### src/breakpoint_pkg.sv
// constants shared by the breakpoint trigger unit and its helpers
package breakpoint_pkg;
    // -----------------------------------------------------------------
    // sizes
    // -----------------------------------------------------------------
    localparam int NUM_SLOTS = 2;
    localparam int SEL_WIDTH = 1;
    localparam int XLEN = 32;
    localparam int MASK_LOG2_MAX = 4;

    // -----------------------------------------------------------------
    // csr addresses
    // -----------------------------------------------------------------
    localparam logic [11:0] CSR_TRIGGER_SELECT = 12'h7a0;
    localparam logic [11:0] CSR_TRIGGER_DATA_FIRST = 12'h7a1;
    localparam logic [11:0] CSR_TRIGGER_DATA_SECOND = 12'h7a2;
    localparam logic [11:0] CSR_TRIGGER_DATA_THIRD = 12'h7a3;

    // -----------------------------------------------------------------
    // match control field positions
    // -----------------------------------------------------------------
    localparam int BIT_LOAD = 0;
    localparam int BIT_STORE = 1;
    localparam int BIT_FETCH = 2;
    localparam int BIT_PRIV_U = 3;
    localparam int BIT_PRIV_M = 6;
    localparam int MATCH_LO = 7;
    localparam int MATCH_HI = 10;
    localparam int BIT_CHAIN = 11;
    localparam int ACTION_LO = 12;
    localparam int ACTION_HI = 17;
    localparam int BIT_OWNER = 27;

    // -----------------------------------------------------------------
    // field values and reset values
    // -----------------------------------------------------------------
    localparam logic [3:0] TYPE_NONE = 4'h0;
    localparam logic [3:0] TYPE_ADDR_MATCH = 4'h2;
    localparam logic [5:0] MASKMAX_VALUE = 6'h04;
    localparam logic [3:0] MATCH_EXACT = 4'h0;
    localparam logic [3:0] MATCH_NAPOT = 4'h1;
    localparam logic [3:0] MATCH_GE = 4'h2;
    localparam logic [3:0] MATCH_LT = 4'h3;
    localparam logic [5:0] ACTION_EXCEPTION = 6'h00;
    localparam logic [5:0] ACTION_DEBUG = 6'h01;
    localparam logic [31:0] CAUSE_BREAKPOINT = 32'h00000003;
    localparam logic [2:0] RST_KIND_EN = 3'h0;
    localparam logic [3:0] RST_PRIV_EN = 4'h0;
    localparam logic [3:0] RST_MATCH = 4'h0;
    localparam logic [31:0] RST_ADDRESS = 32'h00000000;
endpackage

### src/access_span.sv
// last byte address touched by a pipeline access
`timescale 1ns/1ps
module access_span (
    // access
    input wire logic [31:0] i_addr,
    input wire logic [1:0] i_size,
    // span
    output logic [31:0] o_hi
);
    logic [32:0] sum;

    // size is log2 of bytes; top saturates instead of wrapping
    always_comb begin
        sum = {1'b0, i_addr} + ((33'h1 << i_size) - 33'h1);
        o_hi = sum[32] ? 32'hffffffff : sum[31:0];
    end
endmodule

### src/hw_breakpoint_trigger_unit.sv
// hardware breakpoint unit: trigger slots, csr access and trap requests
//
// Behaviour
// two trigger slots, each usable by debug mode or machine mode
// select picks slot; first data control, second address, third reserved
// control bits 31:28 read 2, address-match trigger type
// action bits 17:12 reset 0; 0 raises exception, 1 enters debug
// load, store and fetch enables restrict matches, any combination
// user to machine privilege bits restrict matches, any combination
// match kind selects exact, power-of-two range or chained range
// range size taken from trailing ones of the address, masked bits ignored
// bits 26:21 read 4, largest range sixteen bytes
// chained pair: low slot bottom, high slot one past top, chain bit
// chained low slot compares >=, high slot <, both must hold
// timing and address-or-data select bits read zero
// debug-owned slot shows type zero to machine mode
// address register is full width read write
// breakpoint traps precise, trapping and younger instructions squashed
// any touched byte inside the range triggers
// debug action enters debug, machine registers untouched
// exception action writes breakpoint cause and faulting address
// machine access to debug-owned slot data is illegal instruction
// select keeps only implemented slot indices
`timescale 1ns/1ps
module hw_breakpoint_trigger_unit #(
    parameter int NUM = breakpoint_pkg::NUM_SLOTS,
    parameter int SEL_W = breakpoint_pkg::SEL_WIDTH
) (
    // clock, reset, enable
    input wire logic i_clk,
    input wire logic i_rst_n,
    input wire logic i_ce,
    // hart state
    input wire logic i_debug_mode,
    input wire logic [1:0] i_priv,
    // csr access
    input wire logic i_csr_req,
    input wire logic i_csr_we,
    input wire logic [11:0] i_csr_addr,
    input wire logic [31:0] i_csr_wdata,
    output logic o_csr_ack,
    output logic o_csr_illegal,
    output logic [31:0] o_csr_rdata,
    // pipeline access
    input wire logic i_acc_valid,
    input wire logic i_acc_load,
    input wire logic i_acc_store,
    input wire logic i_acc_fetch,
    input wire logic [31:0] i_acc_addr,
    input wire logic [1:0] i_acc_size,
    // trap requests
    output logic o_chk_valid,
    output logic o_bp_hit,
    output logic o_bp_squash,
    output logic [NUM-1:0] o_hit_slot,
    output logic o_debug_entry,
    output logic o_exc_take,
    output logic o_cause_we,
    output logic [31:0] o_cause,
    output logic o_fault_we,
    output logic [31:0] o_fault_addr
);
    // -----------------------------------------------------------------
    // csr decode
    // -----------------------------------------------------------------
    logic [SEL_W-1:0] sel_q;
    logic [NUM-1:0] owner;
    logic [31:0] ctrl_rd [NUM];
    logic [31:0] addr_rd [NUM];
    logic is_sel;
    logic is_first;
    logic is_second;
    logic is_third;
    logic is_data;
    logic mapped;
    logic illegal;
    logic wr_ok;
    logic [31:0] next_rdata;

    always_comb begin
        is_sel = 1'b0;
        is_first = 1'b0;
        is_second = 1'b0;
        is_third = 1'b0;
        if (i_csr_addr == breakpoint_pkg::CSR_TRIGGER_SELECT) begin
            is_sel = 1'b1;
        end else if (i_csr_addr
                == breakpoint_pkg::CSR_TRIGGER_DATA_FIRST) begin
            is_first = 1'b1;
        end else if (i_csr_addr
                == breakpoint_pkg::CSR_TRIGGER_DATA_SECOND) begin
            is_second = 1'b1;
        end else if (i_csr_addr
                == breakpoint_pkg::CSR_TRIGGER_DATA_THIRD) begin
            is_third = 1'b1;
        end
    end

    assign is_data = is_first | is_second | is_third;
    assign mapped = is_sel | is_data;
    // machine mode may not touch a slot held by the debugger
    assign illegal = i_csr_req & is_data & ~i_debug_mode & owner[sel_q];
    assign wr_ok = i_csr_req & i_csr_we & ~illegal;

    // -----------------------------------------------------------------
    // slot select
    // -----------------------------------------------------------------
    always_ff @(posedge i_clk) begin
        if (!i_rst_n) begin
            sel_q <= '0;
        end else if (i_ce && wr_ok && is_sel) begin
            if (i_csr_wdata < 32'(NUM)) begin
                sel_q <= i_csr_wdata[SEL_W-1:0];
            end
        end
    end

    // -----------------------------------------------------------------
    // trigger slots
    // -----------------------------------------------------------------
    logic [31:0] acc_hi;
    logic [NUM-1:0] raw_hit;
    logic [NUM-1:0] chain;
    logic [NUM-1:0] act_debug;
    logic [NUM-1:0] gate_prev;
    logic [NUM-1:0] fire;

    // -----------------------------------------------------------------
    // access span
    // -----------------------------------------------------------------
    // last byte of a wide or misaligned access, for any-byte matching
    access_span u_span (
        .i_addr(i_acc_addr),
        .i_size(i_acc_size),
        .o_hi(acc_hi)
    );

    // -----------------------------------------------------------------
    // per-slot state and compare
    // -----------------------------------------------------------------
    for (genvar g = 0; g < NUM; g++) begin : g_slot
        logic [2:0] kind_en_q;
        logic [3:0] priv_en_q;
        logic [3:0] match_q;
        logic chain_q;
        logic debug_q;
        logic owner_q;
        logic [31:0] addr_q;
        logic wr_this;
        logic [3:0] w_match;
        logic [5:0] w_action;
        logic [3:0] type_rd;

        assign wr_this = wr_ok & (sel_q == SEL_W'(g));
        assign w_match = i_csr_wdata[breakpoint_pkg::MATCH_HI:
                                     breakpoint_pkg::MATCH_LO];
        assign w_action = i_csr_wdata[breakpoint_pkg::ACTION_HI:
                                      breakpoint_pkg::ACTION_LO];

        // -------------------------------------------------------------
        // control word
        // -------------------------------------------------------------
        // illegal values leave the field unchanged
        always_ff @(posedge i_clk) begin
            if (!i_rst_n) begin
                kind_en_q <= breakpoint_pkg::RST_KIND_EN;
                priv_en_q <= breakpoint_pkg::RST_PRIV_EN;
                match_q <= breakpoint_pkg::RST_MATCH;
                chain_q <= 1'b0;
                debug_q <= 1'b0;
                owner_q <= 1'b0;
            end else if (i_ce && wr_this && is_first) begin
                kind_en_q <= i_csr_wdata[breakpoint_pkg::BIT_FETCH:
                                         breakpoint_pkg::BIT_LOAD];
                priv_en_q <= i_csr_wdata[breakpoint_pkg::BIT_PRIV_M:
                                         breakpoint_pkg::BIT_PRIV_U];
                if (w_match <= breakpoint_pkg::MATCH_LT) begin
                    match_q <= w_match;
                end
                if (g < NUM - 1) begin
                    chain_q <= i_csr_wdata[breakpoint_pkg::BIT_CHAIN];
                end
                if (w_action == breakpoint_pkg::ACTION_EXCEPTION
                        || w_action == breakpoint_pkg::ACTION_DEBUG) begin
                    debug_q <= (w_action
                        == breakpoint_pkg::ACTION_DEBUG);
                end
                if (i_debug_mode) begin
                    owner_q <= i_csr_wdata[breakpoint_pkg::BIT_OWNER];
                end
            end
        end

        // -------------------------------------------------------------
        // match address
        // -------------------------------------------------------------
        // all bits writable
        always_ff @(posedge i_clk) begin
            if (!i_rst_n) begin
                addr_q <= breakpoint_pkg::RST_ADDRESS;
            end else if (i_ce && wr_this && is_second) begin
                addr_q <= i_csr_wdata;
            end
        end

        // -------------------------------------------------------------
        // read view
        // -------------------------------------------------------------
        assign type_rd = (owner_q && !i_debug_mode)
            ? breakpoint_pkg::TYPE_NONE
            : breakpoint_pkg::TYPE_ADDR_MATCH;
        // timing, select and the spare bit read zero
        assign ctrl_rd[g] = {type_rd, owner_q,
            breakpoint_pkg::MASKMAX_VALUE, 3'h0,
            {5'h00, debug_q}, chain_q, match_q, priv_en_q, kind_en_q};
        assign addr_rd[g] = addr_q;
        assign owner[g] = owner_q;
        assign chain[g] = chain_q;
        assign act_debug[g] = debug_q;

        // -------------------------------------------------------------
        // address compare
        // -------------------------------------------------------------
        slot_compare u_cmp (
            .i_match(match_q),
            .i_trig(addr_q),
            .i_kind_en(kind_en_q),
            .i_priv_en(priv_en_q),
            .i_lo(i_acc_addr),
            .i_hi(acc_hi),
            .i_load(i_acc_load),
            .i_store(i_acc_store),
            .i_fetch(i_acc_fetch),
            .i_priv(i_priv),
            .o_hit(raw_hit[g])
        );

        // -------------------------------------------------------------
        // chaining
        // -------------------------------------------------------------
        // a chained slot only lets its partner fire, never fires itself
        if (g == 0) begin : g_first
            assign gate_prev[g] = 1'b1;
        end else begin : g_next
            assign gate_prev[g] = ~chain[g-1] | raw_hit[g-1];
        end
        assign fire[g] = i_acc_valid & ~i_debug_mode & raw_hit[g]
            & gate_prev[g] & ~chain[g];
    end

    // -----------------------------------------------------------------
    // csr read and response
    // -----------------------------------------------------------------
    always_comb begin
        next_rdata = 32'h00000000;
        if (is_sel) begin
            next_rdata = 32'(sel_q);
        end else if (is_first) begin
            next_rdata = ctrl_rd[sel_q];
        end else if (is_second) begin
            next_rdata = addr_rd[sel_q];
        end else if (is_third) begin
            next_rdata = 32'h00000000;
        end
    end

    always_ff @(posedge i_clk) begin
        if (!i_rst_n) begin
            o_csr_ack <= 1'b0;
            o_csr_illegal <= 1'b0;
            o_csr_rdata <= 32'h00000000;
        end else if (i_ce) begin
            o_csr_ack <= i_csr_req & mapped;
            o_csr_illegal <= illegal;
            o_csr_rdata <= illegal ? 32'h00000000 : next_rdata;
        end
    end

    // -----------------------------------------------------------------
    // trap selection: lowest firing slot decides the action
    // -----------------------------------------------------------------
    logic pick_debug;

    always_comb begin
        pick_debug = 1'b0;
        for (int k = NUM - 1; k >= 0; k--) begin
            if (fire[k]) begin
                pick_debug = act_debug[k];
            end
        end
    end

    always_ff @(posedge i_clk) begin
        if (!i_rst_n) begin
            o_chk_valid <= 1'b0;
            o_bp_hit <= 1'b0;
            o_bp_squash <= 1'b0;
            o_hit_slot <= '0;
        end else if (i_ce) begin
            o_chk_valid <= i_acc_valid;
            o_bp_hit <= |fire;
            o_bp_squash <= |fire;
            o_hit_slot <= fire;
        end
    end

    logic any_fire;
    logic exc_fire;

    assign any_fire = |fire;
    assign exc_fire = any_fire & ~pick_debug;

    // -----------------------------------------------------------------
    // trap action pulses
    // -----------------------------------------------------------------
    always_ff @(posedge i_clk) begin
        if (!i_rst_n) begin
            o_debug_entry <= 1'b0;
            o_exc_take <= 1'b0;
            o_cause_we <= 1'b0;
            o_fault_we <= 1'b0;
        end else if (i_ce) begin
            o_debug_entry <= any_fire & pick_debug;
            o_exc_take <= exc_fire;
            o_cause_we <= exc_fire;
            o_fault_we <= exc_fire;
        end
    end

    // -----------------------------------------------------------------
    // trap cause and fault address, held until the next exception
    // -----------------------------------------------------------------
    always_ff @(posedge i_clk) begin
        if (!i_rst_n) begin
            o_cause <= 32'h00000000;
        end else if (i_ce && exc_fire) begin
            o_cause <= breakpoint_pkg::CAUSE_BREAKPOINT;
        end
    end

    always_ff @(posedge i_clk) begin
        if (!i_rst_n) begin
            o_fault_addr <= 32'h00000000;
        end else if (i_ce && exc_fire) begin
            o_fault_addr <= i_acc_addr;
        end
    end
endmodule

### src/slot_compare.sv
// address, access-kind and privilege comparison for one trigger slot
`timescale 1ns/1ps
module slot_compare (
    // slot settings
    input wire logic [3:0] i_match,
    input wire logic [31:0] i_trig,
    input wire logic [2:0] i_kind_en,
    input wire logic [3:0] i_priv_en,
    // access
    input wire logic [31:0] i_lo,
    input wire logic [31:0] i_hi,
    input wire logic i_load,
    input wire logic i_store,
    input wire logic i_fetch,
    input wire logic [1:0] i_priv,
    // result
    output logic o_hit
);
    logic [31:0] mask;
    logic [31:0] base;
    logic [31:0] top;
    logic addr_hit;
    logic kind_hit;

    // unary range mask, capped at the largest supported size
    assign mask[0] = (i_match == breakpoint_pkg::MATCH_NAPOT);
    for (genvar i = 1; i < 32; i++) begin : g_mask
        if (i < breakpoint_pkg::MASK_LOG2_MAX) begin : g_on
            assign mask[i] = mask[i-1] & i_trig[i-1];
        end else begin : g_off
            assign mask[i] = 1'b0;
        end
    end

    assign base = i_trig & ~mask;
    assign top = i_trig | mask;

    // any byte of the access inside the range counts
    always_comb begin
        case (i_match)
            breakpoint_pkg::MATCH_EXACT,
            breakpoint_pkg::MATCH_NAPOT:
                addr_hit = (i_lo <= top) && (i_hi >= base);
            breakpoint_pkg::MATCH_GE: addr_hit = (i_hi >= i_trig);
            breakpoint_pkg::MATCH_LT: addr_hit = (i_lo < i_trig);
            default: addr_hit = 1'b0;
        endcase
    end

    assign kind_hit = (i_kind_en[breakpoint_pkg::BIT_LOAD] & i_load)
        | (i_kind_en[breakpoint_pkg::BIT_STORE] & i_store)
        | (i_kind_en[breakpoint_pkg::BIT_FETCH] & i_fetch);
    assign o_hit = addr_hit & kind_hit & i_priv_en[i_priv];
endmodule

### config.mk
export PLATFORM = sky130hd
export DESIGN_NAME = hw_breakpoint_trigger_unit
export DESIGN_NICKNAME = d
export VERILOG_FILES = /design/src/breakpoint_pkg.sv /design/src/access_span.sv /design/src/hw_breakpoint_trigger_unit.sv /design/src/slot_compare.sv
export SDC_FILE = /design/constraint.sdc
export NUM_CORES = 1
export LEC_CHECK = 0
export BUFFER_PORTS_ARGS = -buffer_cell sky130_fd_sc_hd__buf_2
export CAP_MARGIN = 0
export CORE_MARGIN = 2
export CORE_UTILIZATION = 45
export CTS_CLUSTER_SIZE = 16
export DETAILED_ROUTE_END_ITERATION = 10
export GPL_TIMING_DRIVEN = 0
export PLACE_DENSITY_LB_ADDON = 0.1
export SETUP_SLACK_MARGIN = 0.05
export SLEW_MARGIN = 30
export SYNTH_ARGS = -nofsm -noshare
export SYNTH_HDL_FRONTEND = slang
export SYNTH_SLANG_ARGS = --single-unit
### constraint.sdc
create_clock -name i_clk -period 19.9 [get_ports i_clk]
set_input_delay 2.985 -clock i_clk [delete_from_list [all_inputs] [get_ports i_clk]]
set_output_delay 2.985 -clock i_clk [all_outputs]
set_load 0.01 [all_outputs]
==> results of run 1 <==
stage by stage:
stage	hold slack [ns]	instance area, sq um	std cells	power [mW]	worst slack [ns]
after floorplan	0.448	12800	1622	0.468	11.23
after global placement	0.441	14100	2165	0.521	9.64
after detailed placement	0.446	14100	2165	0.526	9.59
after CTS	0.456	14700	2197	0.859	10.01
after global routing	0.481	14700	2199	0.905	9.65
final	0.454	14700	2200	0.858	9.99
synthesized netlist by cell type, types with 9 or more instances:
library cell / n / area share [%]
nand4_1: 24 / 1.2
a21boi_0: 77 / 4.6
nand2b_1: 19 / 0.94
nor3_1: 17 / 0.67
nand2_1: 311 / 9.2
nor2b_1: 46 / 2.3
o21ai_0: 44 / 1.7
mux2i_1: 80 / 6.3
o21bai_1: 9 / 0.53
ha_1: 175 / 17
a21oi_1: 98 / 3.9
a22oi_1: 17 / 1.0
and4_1: 14 / 0.97
a21o_1: 19 / 1.1
and3_1: 15 / 0.74
nor2_1: 43 / 1.3
dfxtp_1: 165 / 26
clkbuf_1: 57 / 1.7
o22ai_1: 17 / 0.84
a21boi_1: 9 / 0.53
inv_1: 119 / 3.5
buf_4: 34 / 2.0
nand3_1: 34 / 1.3
nor4_1: 10 / 0.49
xor2_1: 12 / 0.83
or3_1: 10 / 0.49
xnor2_1: 11 / 0.76
metal layers:
metal  wire [um]  part of all wire (%)
met1       17900                    45
met5           0                     0
met3        1970                   4.9
met4        1030                   2.6
met2       19200                    48
worst min-delay path by stage:
stage | startpoint | endpoint | depth (start not counted)
2_1_floorplan | g_slot[1].addr_q[12] | g_slot[1].addr_q[12] | 2
3_3_place_gp | o_fault_addr[17] | o_fault_addr[17] | 2
3_5_place_dp | o_fault_addr[20] | o_fault_addr[20] | 2
4_1_cts | o_fault_addr[20] | o_fault_addr[20] | 2
5_1_grt | o_fault_addr[22] | o_fault_addr[22] | 2
6_report | o_fault_addr[20] | o_fault_addr[20] | 2
flip-flops by register name (all words and copies together) (netlist names), 2 cells and up:
name              flops
g_slot.addr_q        64
o_csr_rdata          32
o_fault_addr         32
g_slot.match_q        8
g_slot.priv_en_q      8
g_slot.kind_en_q      6
g_slot.debug_q        2
g_slot.owner_q        2
o_hit_slot            2
worst max-delay path, cell delays in order:
cell	delay [ns]
buf_2	0.12
nand2b_1	0.14
ha_1	0.27
inv_1	0.04
ha_1	0.21
fa_1	0.41
a21o_1	0.18
a21oi_1	0.26
o21ai_0	0.23
a2111oi_0	0.79
nor4_1	0.20
o21ai_1	0.21
a21oi_1	0.14
or2_1	0.25
a221oi_1	0.32
mux2_2	0.41
ha_1	0.31
and4_1	0.23
and2_1	0.16
o221ai_1	0.11
o21ai_0	0.46
o311a_1	0.22
a22oi_1	0.12
a211o_1	0.43
o32ai_2	0.45
buf_6	0.23
buf_12	0.17
mux2i_1	0.19
power by group through the flow:
stage | combinational [mW] | clock [mW] | sequential (mW)
after floorplan | 0.130 | 0 | 0.338
after global placement | 0.183 | 0 | 0.338
after detailed placement | 0.187 | 0 | 0.338
after CTS | 0.189 | 0.340 | 0.330
after global routing | 0.219 | 0.356 | 0.330
final | 0.191 | 0.336 | 0.330
cells by family after synthesis:
logic type,after synthesis
compound gates,360
flops,165
buf+inv,217
xor+xnor,23
simple gates,566
other cells,1
fa+ha+maj,176
mux,85
layout make-up:
cell class,instances,area (sq um)
fillers,2783,13100
multi-input cells,1240,8500
flip-flops and latches,165,3300
repair buffers,165,826
plain buffers,98,553
well taps,378,473
inverters,119,447
clock buffers,18,429
clock inverters,14,155
diodes,3,7.51
==> metrics.yaml, run 1 <==
status: "completed"
power_frac_comb_pct: 22.3
tritoncts: "yes"
routed_wl_um: 40100
h-tree-depth: 4
portBuffers: 165
clk_pin_slew_worst_paths_ns: 0.08
synth_cells: 1593
syn_avg_cell_area_sq_um: 7.96
drv_cap: 0
synth_compound_area_share_pct: 19.2
cts_buffer_depth: 2
core_sq_um: 27800
viasPerCell: 5.45
finalSetupViolCount: 0
slew_headroom_pct: 34.0
initial_utilization_pct: 45.6
antenna_found_initial: 2
rsz0062_at_grt: "no"
cp_max_fo: 10
grt.met2_usage_pct: 46.2
clk_latency_ns: 0.44
clockRootBuffer: "clkbuf_16"
final_util_pct: 52.9
ir_drop_v: 0.0000575
nets: 2072
gp_congestion: 0.933
grt.total_usage_pct: 27.1
setup.worst_path.end: "o_fault_addr[1]"
final_cell_mix: "nand2_1 (311), ha_1 (175), buf_2 (166), dfxtp_1 (165), inv_1 (119)"
postRouteAntennaNets: 0
numCtsBuffers: 17
overflow: 0
dp_hpwl_um: 32500
switchingPower_uw: 281
clock_skew_ns: 0.0158
arrival_ns: 10.28
met1_usage_pct: 35.4
pwr_density_cell_nw_per_um2: 58.4
crit_required_ns: 20.27
die_h_um: 172
area_growth_pct: 15.9
synth_cell_types: 73
reg2reg_to: "o_fault_addr[1]"
yosysSeqAreaShare_pct: 26.1
cp-start-kind: "input port"
hold_path.class: "reg -> reg"
synthMuxAreaShare_pct: 6.94
max_clock_freq_mhz: 101
synth_xor_area_share_pct: 1.59
crit_path_start: "i_acc_size[1]"
grt_pass1_wl_um: 61300
setup_tns_ns: 0
synth_top_family_by_area: "simple AND/OR/NAND/NOR gates"
die_area_sq_um: 29500
switching_share_pct: 32.8
grt_max_degree: 19
synth_seq_cells: 165
postCtsSetupBuffers: 0
drive_gt1_share_pct: 14.0
reg2reg_from: "g_slot[0].match_q[1]"
cp-end-kind: "register"
rows: 61
post_cts_resized: 0
cts_sinks: 165
synthAdderAreaFrac_pct: 17.4
p_clk_share_pct: 39.2
drt_iter0_drc: 902
path_class: "in -> reg"
yosys.area_share.simple_pct: 20.9
synthFlopType: "dfxtp_1"
hold_viol: 0
first_pass_iters: 6
grt_use_met3_pct: 2.92
synthArstFlopShare_pct: 0
finalMaxSlewViolations: 0
netlist_area_sq_um: 12700
fin_crit_sh_pct: 49.8
grt_pass1_vias: 11343
synth_edf_count: 0
ys.warnings.count: 0
p_leak_nw: 5.84
busiest_layer: "met2"
drcViolationCount: 0
vias: 11999
wl_per_cell_um: 18.2
power.internal_uw: 576
die_w_um: 172
ios: 197
holdBufCountCts: 0
layout_commonest_cell: "nand2_1"
rrSetupSlack_ns: 15.18
sequentialPowerShare_pct: 38.5
worstMarginPinSlew_ns: 0.990
fin_crit_ns: 9.91
r2r_cells: 16
Power figures use the tool's default switching activity.
==> run 2, diff against run 1 <==
--- a/config.mk
+++ b/config.mk
@@ -5,6 +5,7 @@
 export SDC_FILE = /design/constraint.sdc
 export NUM_CORES = 1
 export LEC_CHECK = 0
+export ABC_AREA = 1
 export BUFFER_PORTS_ARGS = -buffer_cell sky130_fd_sc_hd__buf_2
 export CAP_MARGIN = 0
 export CORE_MARGIN = 2
==> constraint.sdc (replaced) <==
create_clock -name i_clk -period 9.1 [get_ports i_clk]
set_input_delay 1.365 -clock i_clk [delete_from_list [all_inputs] [get_ports i_clk]]
set_output_delay 1.365 -clock i_clk [all_outputs]
set_load 0.01 [all_outputs]
==> run 2 against run 1 <==
Clock skew increased by 0.0029 ns. Area after synthesis decreased by 2.5%. Sequential share of layout area increased by 0.61 points. Flip-flop and latch count unchanged. Total power increased by 120%. Wire length increased by 1.1%. Setup slack got worse by 8.3 ns. Sequential power increased by 120%. Count of clock-buffer cells in the layout decreased by 1. Via count increased by 5.7%. Largest cell class unchanged. Largest power group unchanged.
==> metrics.yaml, run 2 <==
critPathBufInv: 10  # was 4
die_area_sq_um: 28800  # was 29500 sq um
synth_edf_count: 0  # unchanged
netlist_top_cells_area: "dfxtp_1 (27%), ha_1 (18%), nand2_1 (10%)"  # was dfxtp_1 (26%), ha_1 (17%), nand2_1 (9.2%)
die_h_um: 170  # was 172 um
core_sq_um: 27000  # was 27800 sq um
clk_pin_slew_worst_paths_ns: 0.08  # about the same
synth_seq_cells: 165  # unchanged
synth_top_cell_area_share_pct: 26.7  # was 26.1%
postCtsSetupBuffers: 0  # unchanged
cp-end-kind: "register"  # unchanged
grt_max_degree: 19  # unchanged
area_growth_pct: 15.8  # was 15.9%
layout_commonest_cell: "nand2_1"  # unchanged
slew_headroom_pct: 42.6  # was 34.0%
portBuffers: 165  # unchanged
nets: 2286  # was 2072
synth.most_common_cell: "nand2_1"  # unchanged
die_w_um: 170  # was 172 um
rows: 60  # was 61
biggestRegsByFlops: "g_slot.addr_q: 64 flops, o_csr_rdata: 32 flops, o_fault_addr: 32 flops"  # unchanged
fin_crit_sh_pct: 81.6
clk_latency_ns: 0.46  # was 0.44 ns
synth_common_cells: "nand2_1 (329), inv_1 (238), a21oi_1 (232)"  # was nand2_1 (311), ha_1 (175), dfxtp_1 (165)
path_common_cell: "inv_1"  # was ha_1
drive_gt1_share_pct: 13.7  # was 14.0%
setup_tns_ns: 0  # unchanged
dp_hpwl_um: 33200  # was 32500 um
vias: 12679  # was 11999
overflow: 0  # unchanged
cts_buffer_depth: 2  # unchanged
cts_sinks: 165  # unchanged
clockRootBuffer: "clkbuf_16"  # unchanged
drt_iter0_drc: 1095  # was 902
numCtsBuffers: 17  # unchanged
postLayoutSetupSlackWorst_ns: 1.67  # was 9.99 ns
antennaDiodeCount: 0  # was 3
viasPerCell: 5.34  # was 5.45
clock_skew_ns: 0.0187  # was 0.0158 ns
grt.total_usage_pct: 28.0  # was 27.1%
arrival_ns: 7.78  # was 10.28 ns
tritoncts: "yes"  # unchanged
ir_drop_v: 0.000121  # was 0.0000575 V
hold_viol: 0  # unchanged
status: "completed"  # unchanged
largest_register_ffs: 64  # unchanged
routed_wl_um: 40500  # was 40100 um
ios: 197  # unchanged
largest-register: "g_slot.addr_q"  # unchanged
worstMarginPinSlew_ns: 0.858  # was 0.990 ns
final_cell_mix: "nand2_1 (329), inv_1 (238), a21oi_1 (232), o21ai_0 (175), ha_1 (175)"  # was nand2_1 (311), ha_1 (175), buf_2 (166), dfxtp_1 (165), inv_1 (119)
synthDominantAreaCellType: "dfxtp_1"  # unchanged
netlist_area_sq_um: 12400  # was 12700 sq um
holdBufCountCts: 0  # unchanged
first_pass_iters: 7  # was 6
cp-start-kind: "input port"  # unchanged
max_clock_freq_mhz: 135
pwr_density_cell_nw_per_um2: 130  # was 58.4 nW/um^2
synthFlopType: "dfxtp_1"  # unchanged
stdcell_area_sq_um: 14300  # was 14700 sq um
synth_cells: 1807  # was 1593
hold_path.class: "reg -> reg"  # unchanged
drv_cap: 0  # unchanged
crit_slowest_cell: "nor4_1"  # was a2111oi_0
path_class: "in -> reg"  # unchanged
syn_avg_cell_area_sq_um: 6.84  # was 7.96 sq um
antenna_found_initial: 0  # was 2
synth_cell_types: 49  # was 73
cp_max_fo: 10  # unchanged
postRouteAntennaNets: 0  # unchanged
grt_pass1_vias: 11612  # was 11343
drcViolationCount: 0  # unchanged
slowest_delay_ns: 0.41  # was 0.79 ns
ys.warnings.count: 0  # unchanged
finalMaxSlewViolations: 0  # unchanged
synthArstFlopShare_pct: 0  # unchanged
yosysSeqAreaShare_pct: 26.7  # was 26.1%
finalSetupViolCount: 0  # unchanged
fin_crit_ns: 7.43
h-tree-depth: 4  # unchanged
post-place-ws_ns: 1.16  # was 9.59 ns
rsz0062_at_grt: "no"  # unchanged
gp_congestion: 0.936  # was 0.933
wl_per_cell_um: 17.1  # was 18.2 um
crit_required_ns: 9.45  # was 20.27 ns
p_leak_nw: 6.53  # was 5.84 nW
initial_utilization_pct: 45.9  # was 45.6%
post_cts_resized: 0  # unchanged
crit_family: "simple AND/OR/NAND/NOR gates"  # was compound AO/OA/AOI/OAI gates
dpl-instance-area_sq_um: 13700  # was 14100 sq um
grt_pass1_wl_um: 62500  # was 61300 um
fillerInstances: 2716  # was 2783
==> run 2: cell types whose count changed in the layout (fill, tap and decap cells not counted), moves of 46 or more <==
| cell | previous run | this run |
|---|---|---|
| inv_1 | 119 | 238 |
| mux2i_1 | 80 | 1 |
| a21boi_0 | 77 | 6 |
| a21oi_1 | 98 | 232 |
| nor2b_1 | 46 | 0 |
| o21ai_0 | 44 | 175 |
| nor2_1 | 43 | 155 |
==> run 2: final cells by class <==
class / instances / area [sq um] / area share [%]
clock inverter: 14 / 158 / 1.10
multi-input combinational: 1333 / 7740 / 54.1
tap: 341 / 427 / 2.98
inverter: 242 / 908 / 6.35
buffer: 96 / 526 / 3.67
timing repair buffer: 165 / 826 / 5.77
sequential: 165 / 3300 / 23.1
clock buffer: 17 / 425 / 2.97
==> run 2: per-layer routing <==
metal / share of wire (%) / vias up / global-route usage [%]
met5: 0 / - / 0
met4: 2.4 / 0 / 8.29
met3: 7.6 / 59 / 4.03
met2: 42 / 497 / 43.4
met1: 48 / 5668 / 40.2
li1: - / 6455 / -
==> run 2: final timing paths <==
kind                   startpoint          endpoint  slack [ns]  depth (start not counted)
max                 i_acc_addr[1]  o_fault_addr[30]        1.67                         43
min                o_csr_rdata[4]    o_csr_rdata[4]        0.47                          2
max reg2reg  g_slot[1].match_q[3]  o_fault_addr[30]        5.18                         26
min reg2reg        o_csr_rdata[4]    o_csr_rdata[4]        0.47                          2
==> run 2: worst min-delay path: stages, from the launching register on <==
cell	delay (ns)
dfxtp_1	0.31
nand2_1	0.06
a21oi_1	0.06
==> run 2: cell families (layout without fill, tap and decap cells) <==
logic type	count (synthesis)	after routing	share of synthesized area (%)
simple gates	634	634	21.8
fa+ha+maj	176	176	17.9
mux	1	1	0.0810
compound gates	486	486	21.5
other cells	1	30	0.0303
xor+xnor	6	6	0.425
flops	165	165	26.7
buf+inv	338	534	11.6
==> run 2: power by group <==
group	leakage [nW]	switching [mW]	internal, mW
clock network	0.287	0.374	0.369
registers	1.33	0.000354	0.722
logic	4.91	0.250	0.149
==> run 2: stage by stage <==
| stage | utilization (%) | hold WS [ns] | total power [mW] | cells |
|---|---|---|---|---|
| after CTS | 53.1 | 0.458 | 1.86 | 2373 |
| after global placement | 50.9 | 0.440 | 1.12 | 2342 |
| after floorplan | - | 0.428 | 1.01 | 1836 |
| final | 53.1 | 0.466 | 1.86 | 2373 |
| after global routing | 53.1 | 0.475 | 1.95 | 2373 |
| after detailed placement | 50.9 | 0.448 | 1.13 | 2342 |
==> run 3, diff against run 2 <==
==> constraint.sdc (replaced) <==
create_clock -name i_clk -period 6.2 [get_ports i_clk]
set_input_delay 0.93 -clock i_clk [delete_from_list [all_inputs] [get_ports i_clk]]
set_output_delay 0.93 -clock i_clk [all_outputs]
set_load 0.01 [all_outputs]
==> run 3 against run 2 <==
Flip-flop and latch count stayed put. Critical path depth stayed put. Utilization is 2.1 points higher. Design area is 4.0% higher. Non-clock buffer count is 28 higher. Wire length is 2.0% higher. Global-route usage is 0.29 points higher.
==> metrics.yaml, run 3 (synthesis gave the netlist of run 2 again) <==
path_class: "in -> reg"  # unchanged
die_h_um: 170  # unchanged
holdBufCountCts: 0  # unchanged
p_leak_nw: 6.73  # was 6.53 nW
post-place-ws_ns: -1.31  # was 1.16 ns
ios: 197  # unchanged
final_cell_mix: "nand2_1 (321), inv_1 (231), a21oi_1 (226), ha_1 (172)"  # was nand2_1 (329), inv_1 (238), a21oi_1 (232), o21ai_0 (175), ha_1 (175)
seqCellArea_sq_um: 3300  # unchanged
overflow: 0  # unchanged
slew_headroom_pct: 39.4  # was 42.6%
pwr_density_cell_nw_per_um2: 187  # was 130 nW/um^2
postRouteAntennaNets: 0  # unchanged
multi_input_area_sq_um: 8010  # was 7740 sq um
r2r_cells: 27  # was 26
hold_viol: 0  # unchanged
tritoncts: "yes"  # unchanged
core_sq_um: 27000  # unchanged
slowest_delay_ns: 0.34  # was 0.41 ns
rrSetupSlack_ns: 2.41  # was 5.18 ns
first_pass_iters: 5  # was 7
clk_latency_ns: 0.45  # was 0.46 ns
fin_crit_ns: 5.95
met1_usage_pct: 40.5  # was 40.2%
routed_wl_um: 41400  # was 40500 um
fillerInstances: 2691  # was 2716
drcViolationCount: 0  # unchanged
finalSetupViolCount: 0  # unchanged
die_w_um: 170  # unchanged
whs_path_depth: 2  # unchanged
p_total_mw: 2.78  # was 1.86 mW
largest_register_ffs: 64  # unchanged
antenna_found_initial: 0  # unchanged
cp-end-kind: "register"  # unchanged
viasPerCell: 5.36  # was 5.34
drv_cap: 0  # unchanged
finalMaxSlewViolations: 0  # unchanged
grt.total_usage_pct: 28.3  # was 28.0%
path_common_cell: "inv_1"  # unchanged
largest-register: "g_slot.addr_q"  # unchanged
rows: 60  # unchanged
cp_max_fo: 10  # unchanged
die_area_sq_um: 28800  # unchanged
postLayoutSetupSlackWorst_ns: 0.249  # was 1.67 ns
arrival_ns: 6.25  # was 7.78 ns
clockRootBuffer: "clkbuf_16"  # unchanged
nets: 2314  # was 2286
dpl-instance-area_sq_um: 13700  # unchanged
clock_skew_ns: 0.0142  # was 0.0187 ns
cts_buffer_depth: 2  # unchanged
numCtsBuffers: 17  # unchanged
cp-start-kind: "input port"  # unchanged
grt.met2_usage_pct: 44.2  # was 43.4%
antennaDiodeCount: 0  # unchanged
reg2reg_from: "g_slot[1].match_q[3]"  # unchanged
crit_slowest_cell: "fa_2"  # was nor4_1
rsz0062_at_grt: "yes"  # was no
fin_crit_sh_pct: 96.0
clk_pin_slew_worst_paths_ns: 0.08  # about the same
dp_hpwl_um: 33200  # unchanged
worstMarginPinSlew_ns: 0.885  # was 0.858 ns
grt_use_met3_pct: 3.75  # was 4.03%
grt_max_degree: 19  # unchanged
grt_pass1_vias: 11765  # was 11612
ir_drop_v: 0.000177  # was 0.000121 V
final_util_pct: 55.2  # was 53.1%
reg2reg_to: "o_cause[0]"  # was o_fault_addr[30]
drive_gt1_share_pct: 17.8  # was 13.7%
portBuffers: 165  # unchanged
hp-start: "g_slot[1].match_q[3]"  # was o_csr_rdata[4]
gp_congestion: 0.936  # unchanged
crit_required_ns: 6.50  # was 9.45 ns
drt_iter0_drc: 1078  # was 1095
biggestRegsByFlops: "g_slot.addr_q: 64 flops, o_csr_rdata: 32 flops, o_fault_addr: 32 flops"  # unchanged
setup_tns_ns: 0  # unchanged
stdcell_area_sq_um: 14900  # was 14300 sq um
h-tree-depth: 4  # unchanged
grt_pass1_wl_um: 63300  # was 62500 um
hold_path.class: "reg -> reg"  # unchanged
wl_per_cell_um: 17.2  # was 17.1 um
initial_utilization_pct: 45.9  # unchanged
max_clock_freq_mhz: 168
layout_commonest_cell: "nand2_1"  # unchanged
status: "completed"  # unchanged
busiest_layer: "met2"  # unchanged
vias: 12863  # was 12679
area_growth_pct: 20.3  # was 15.8%
min_to: "g_slot[1].match_q[3]"  # was o_csr_rdata[4]
cts_sinks: 165  # unchanged
[run 3: cell type report]
| class | count | area share, % |
|---|---|---|
| Buffer | 96 | 3.80 |
| Clock buffer | 17 | 2.86 |
| Clock inverter | 14 | 1.06 |
| Inverter | 242 | 6.13 |
| Multi-Input combinational cell | 1333 | 53.8 |
| Sequential cell | 165 | 22.2 |
| Tap cell | 341 | 2.87 |
| Timing Repair Buffer | 193 | 7.24 |
[run 3: report_power, final]
part	switching, mW	internal, mW	leakage [nW]
registers	0.000525	1.06	1.33
logic	0.386	0.244	5.11
clock network	0.549	0.541	0.287
[run 3: routing by layer]
| layer | wire [um] | vias to the layer above |
|---|---|---|
| li1 | - | 6520 |
| met2 | 17300 | 543 |
| met1 | 19700 | 5728 |
| met4 | 1140 | 0 |
| met5 | 0 | - |
| met3 | 3220 | 72 |
[run 3: worst max-delay path: cells and delay by family]
family | cells | cell delay, ns
fa+ha+maj | 4 | 1.04
simple gates | 16 | 1.83
buf+inv | 11 | 1.10
compound gates | 12 | 1.33
[run 3: worst max-delay path by stage]
stage / to / start / cells after the start / slack (ns)
2_1_floorplan: o_fault_addr[20] / i_acc_size[1] / 44 / 0.36
3_3_place_gp: o_fault_addr[30] / i_acc_addr[1] / 44 / -1.28
3_5_place_dp: o_fault_addr[30] / i_acc_addr[1] / 44 / -1.31
4_1_cts: o_cause[0] / i_acc_size[1] / 45 / 0.03
5_1_grt: o_fault_addr[19] / i_acc_size[1] / 44 / -0.03
6_report: o_cause[0] / i_acc_addr[1] / 43 / 0.25
[run 3: timing repair]
action                     CTS  global route
resized for setup           45            56
buffers inserted            17            11
setup endpoints to repair   38            37
pin swaps                   18            32
cloned                       1             0
[run 3: stage by stage]
stage	instances	hold slack (ns)
global placement	2342	0.440
finish	2401	0.464
detailed placement	2342	0.448
floorplan	1836	0.428
CTS	2391	0.458
global route	2401	0.475
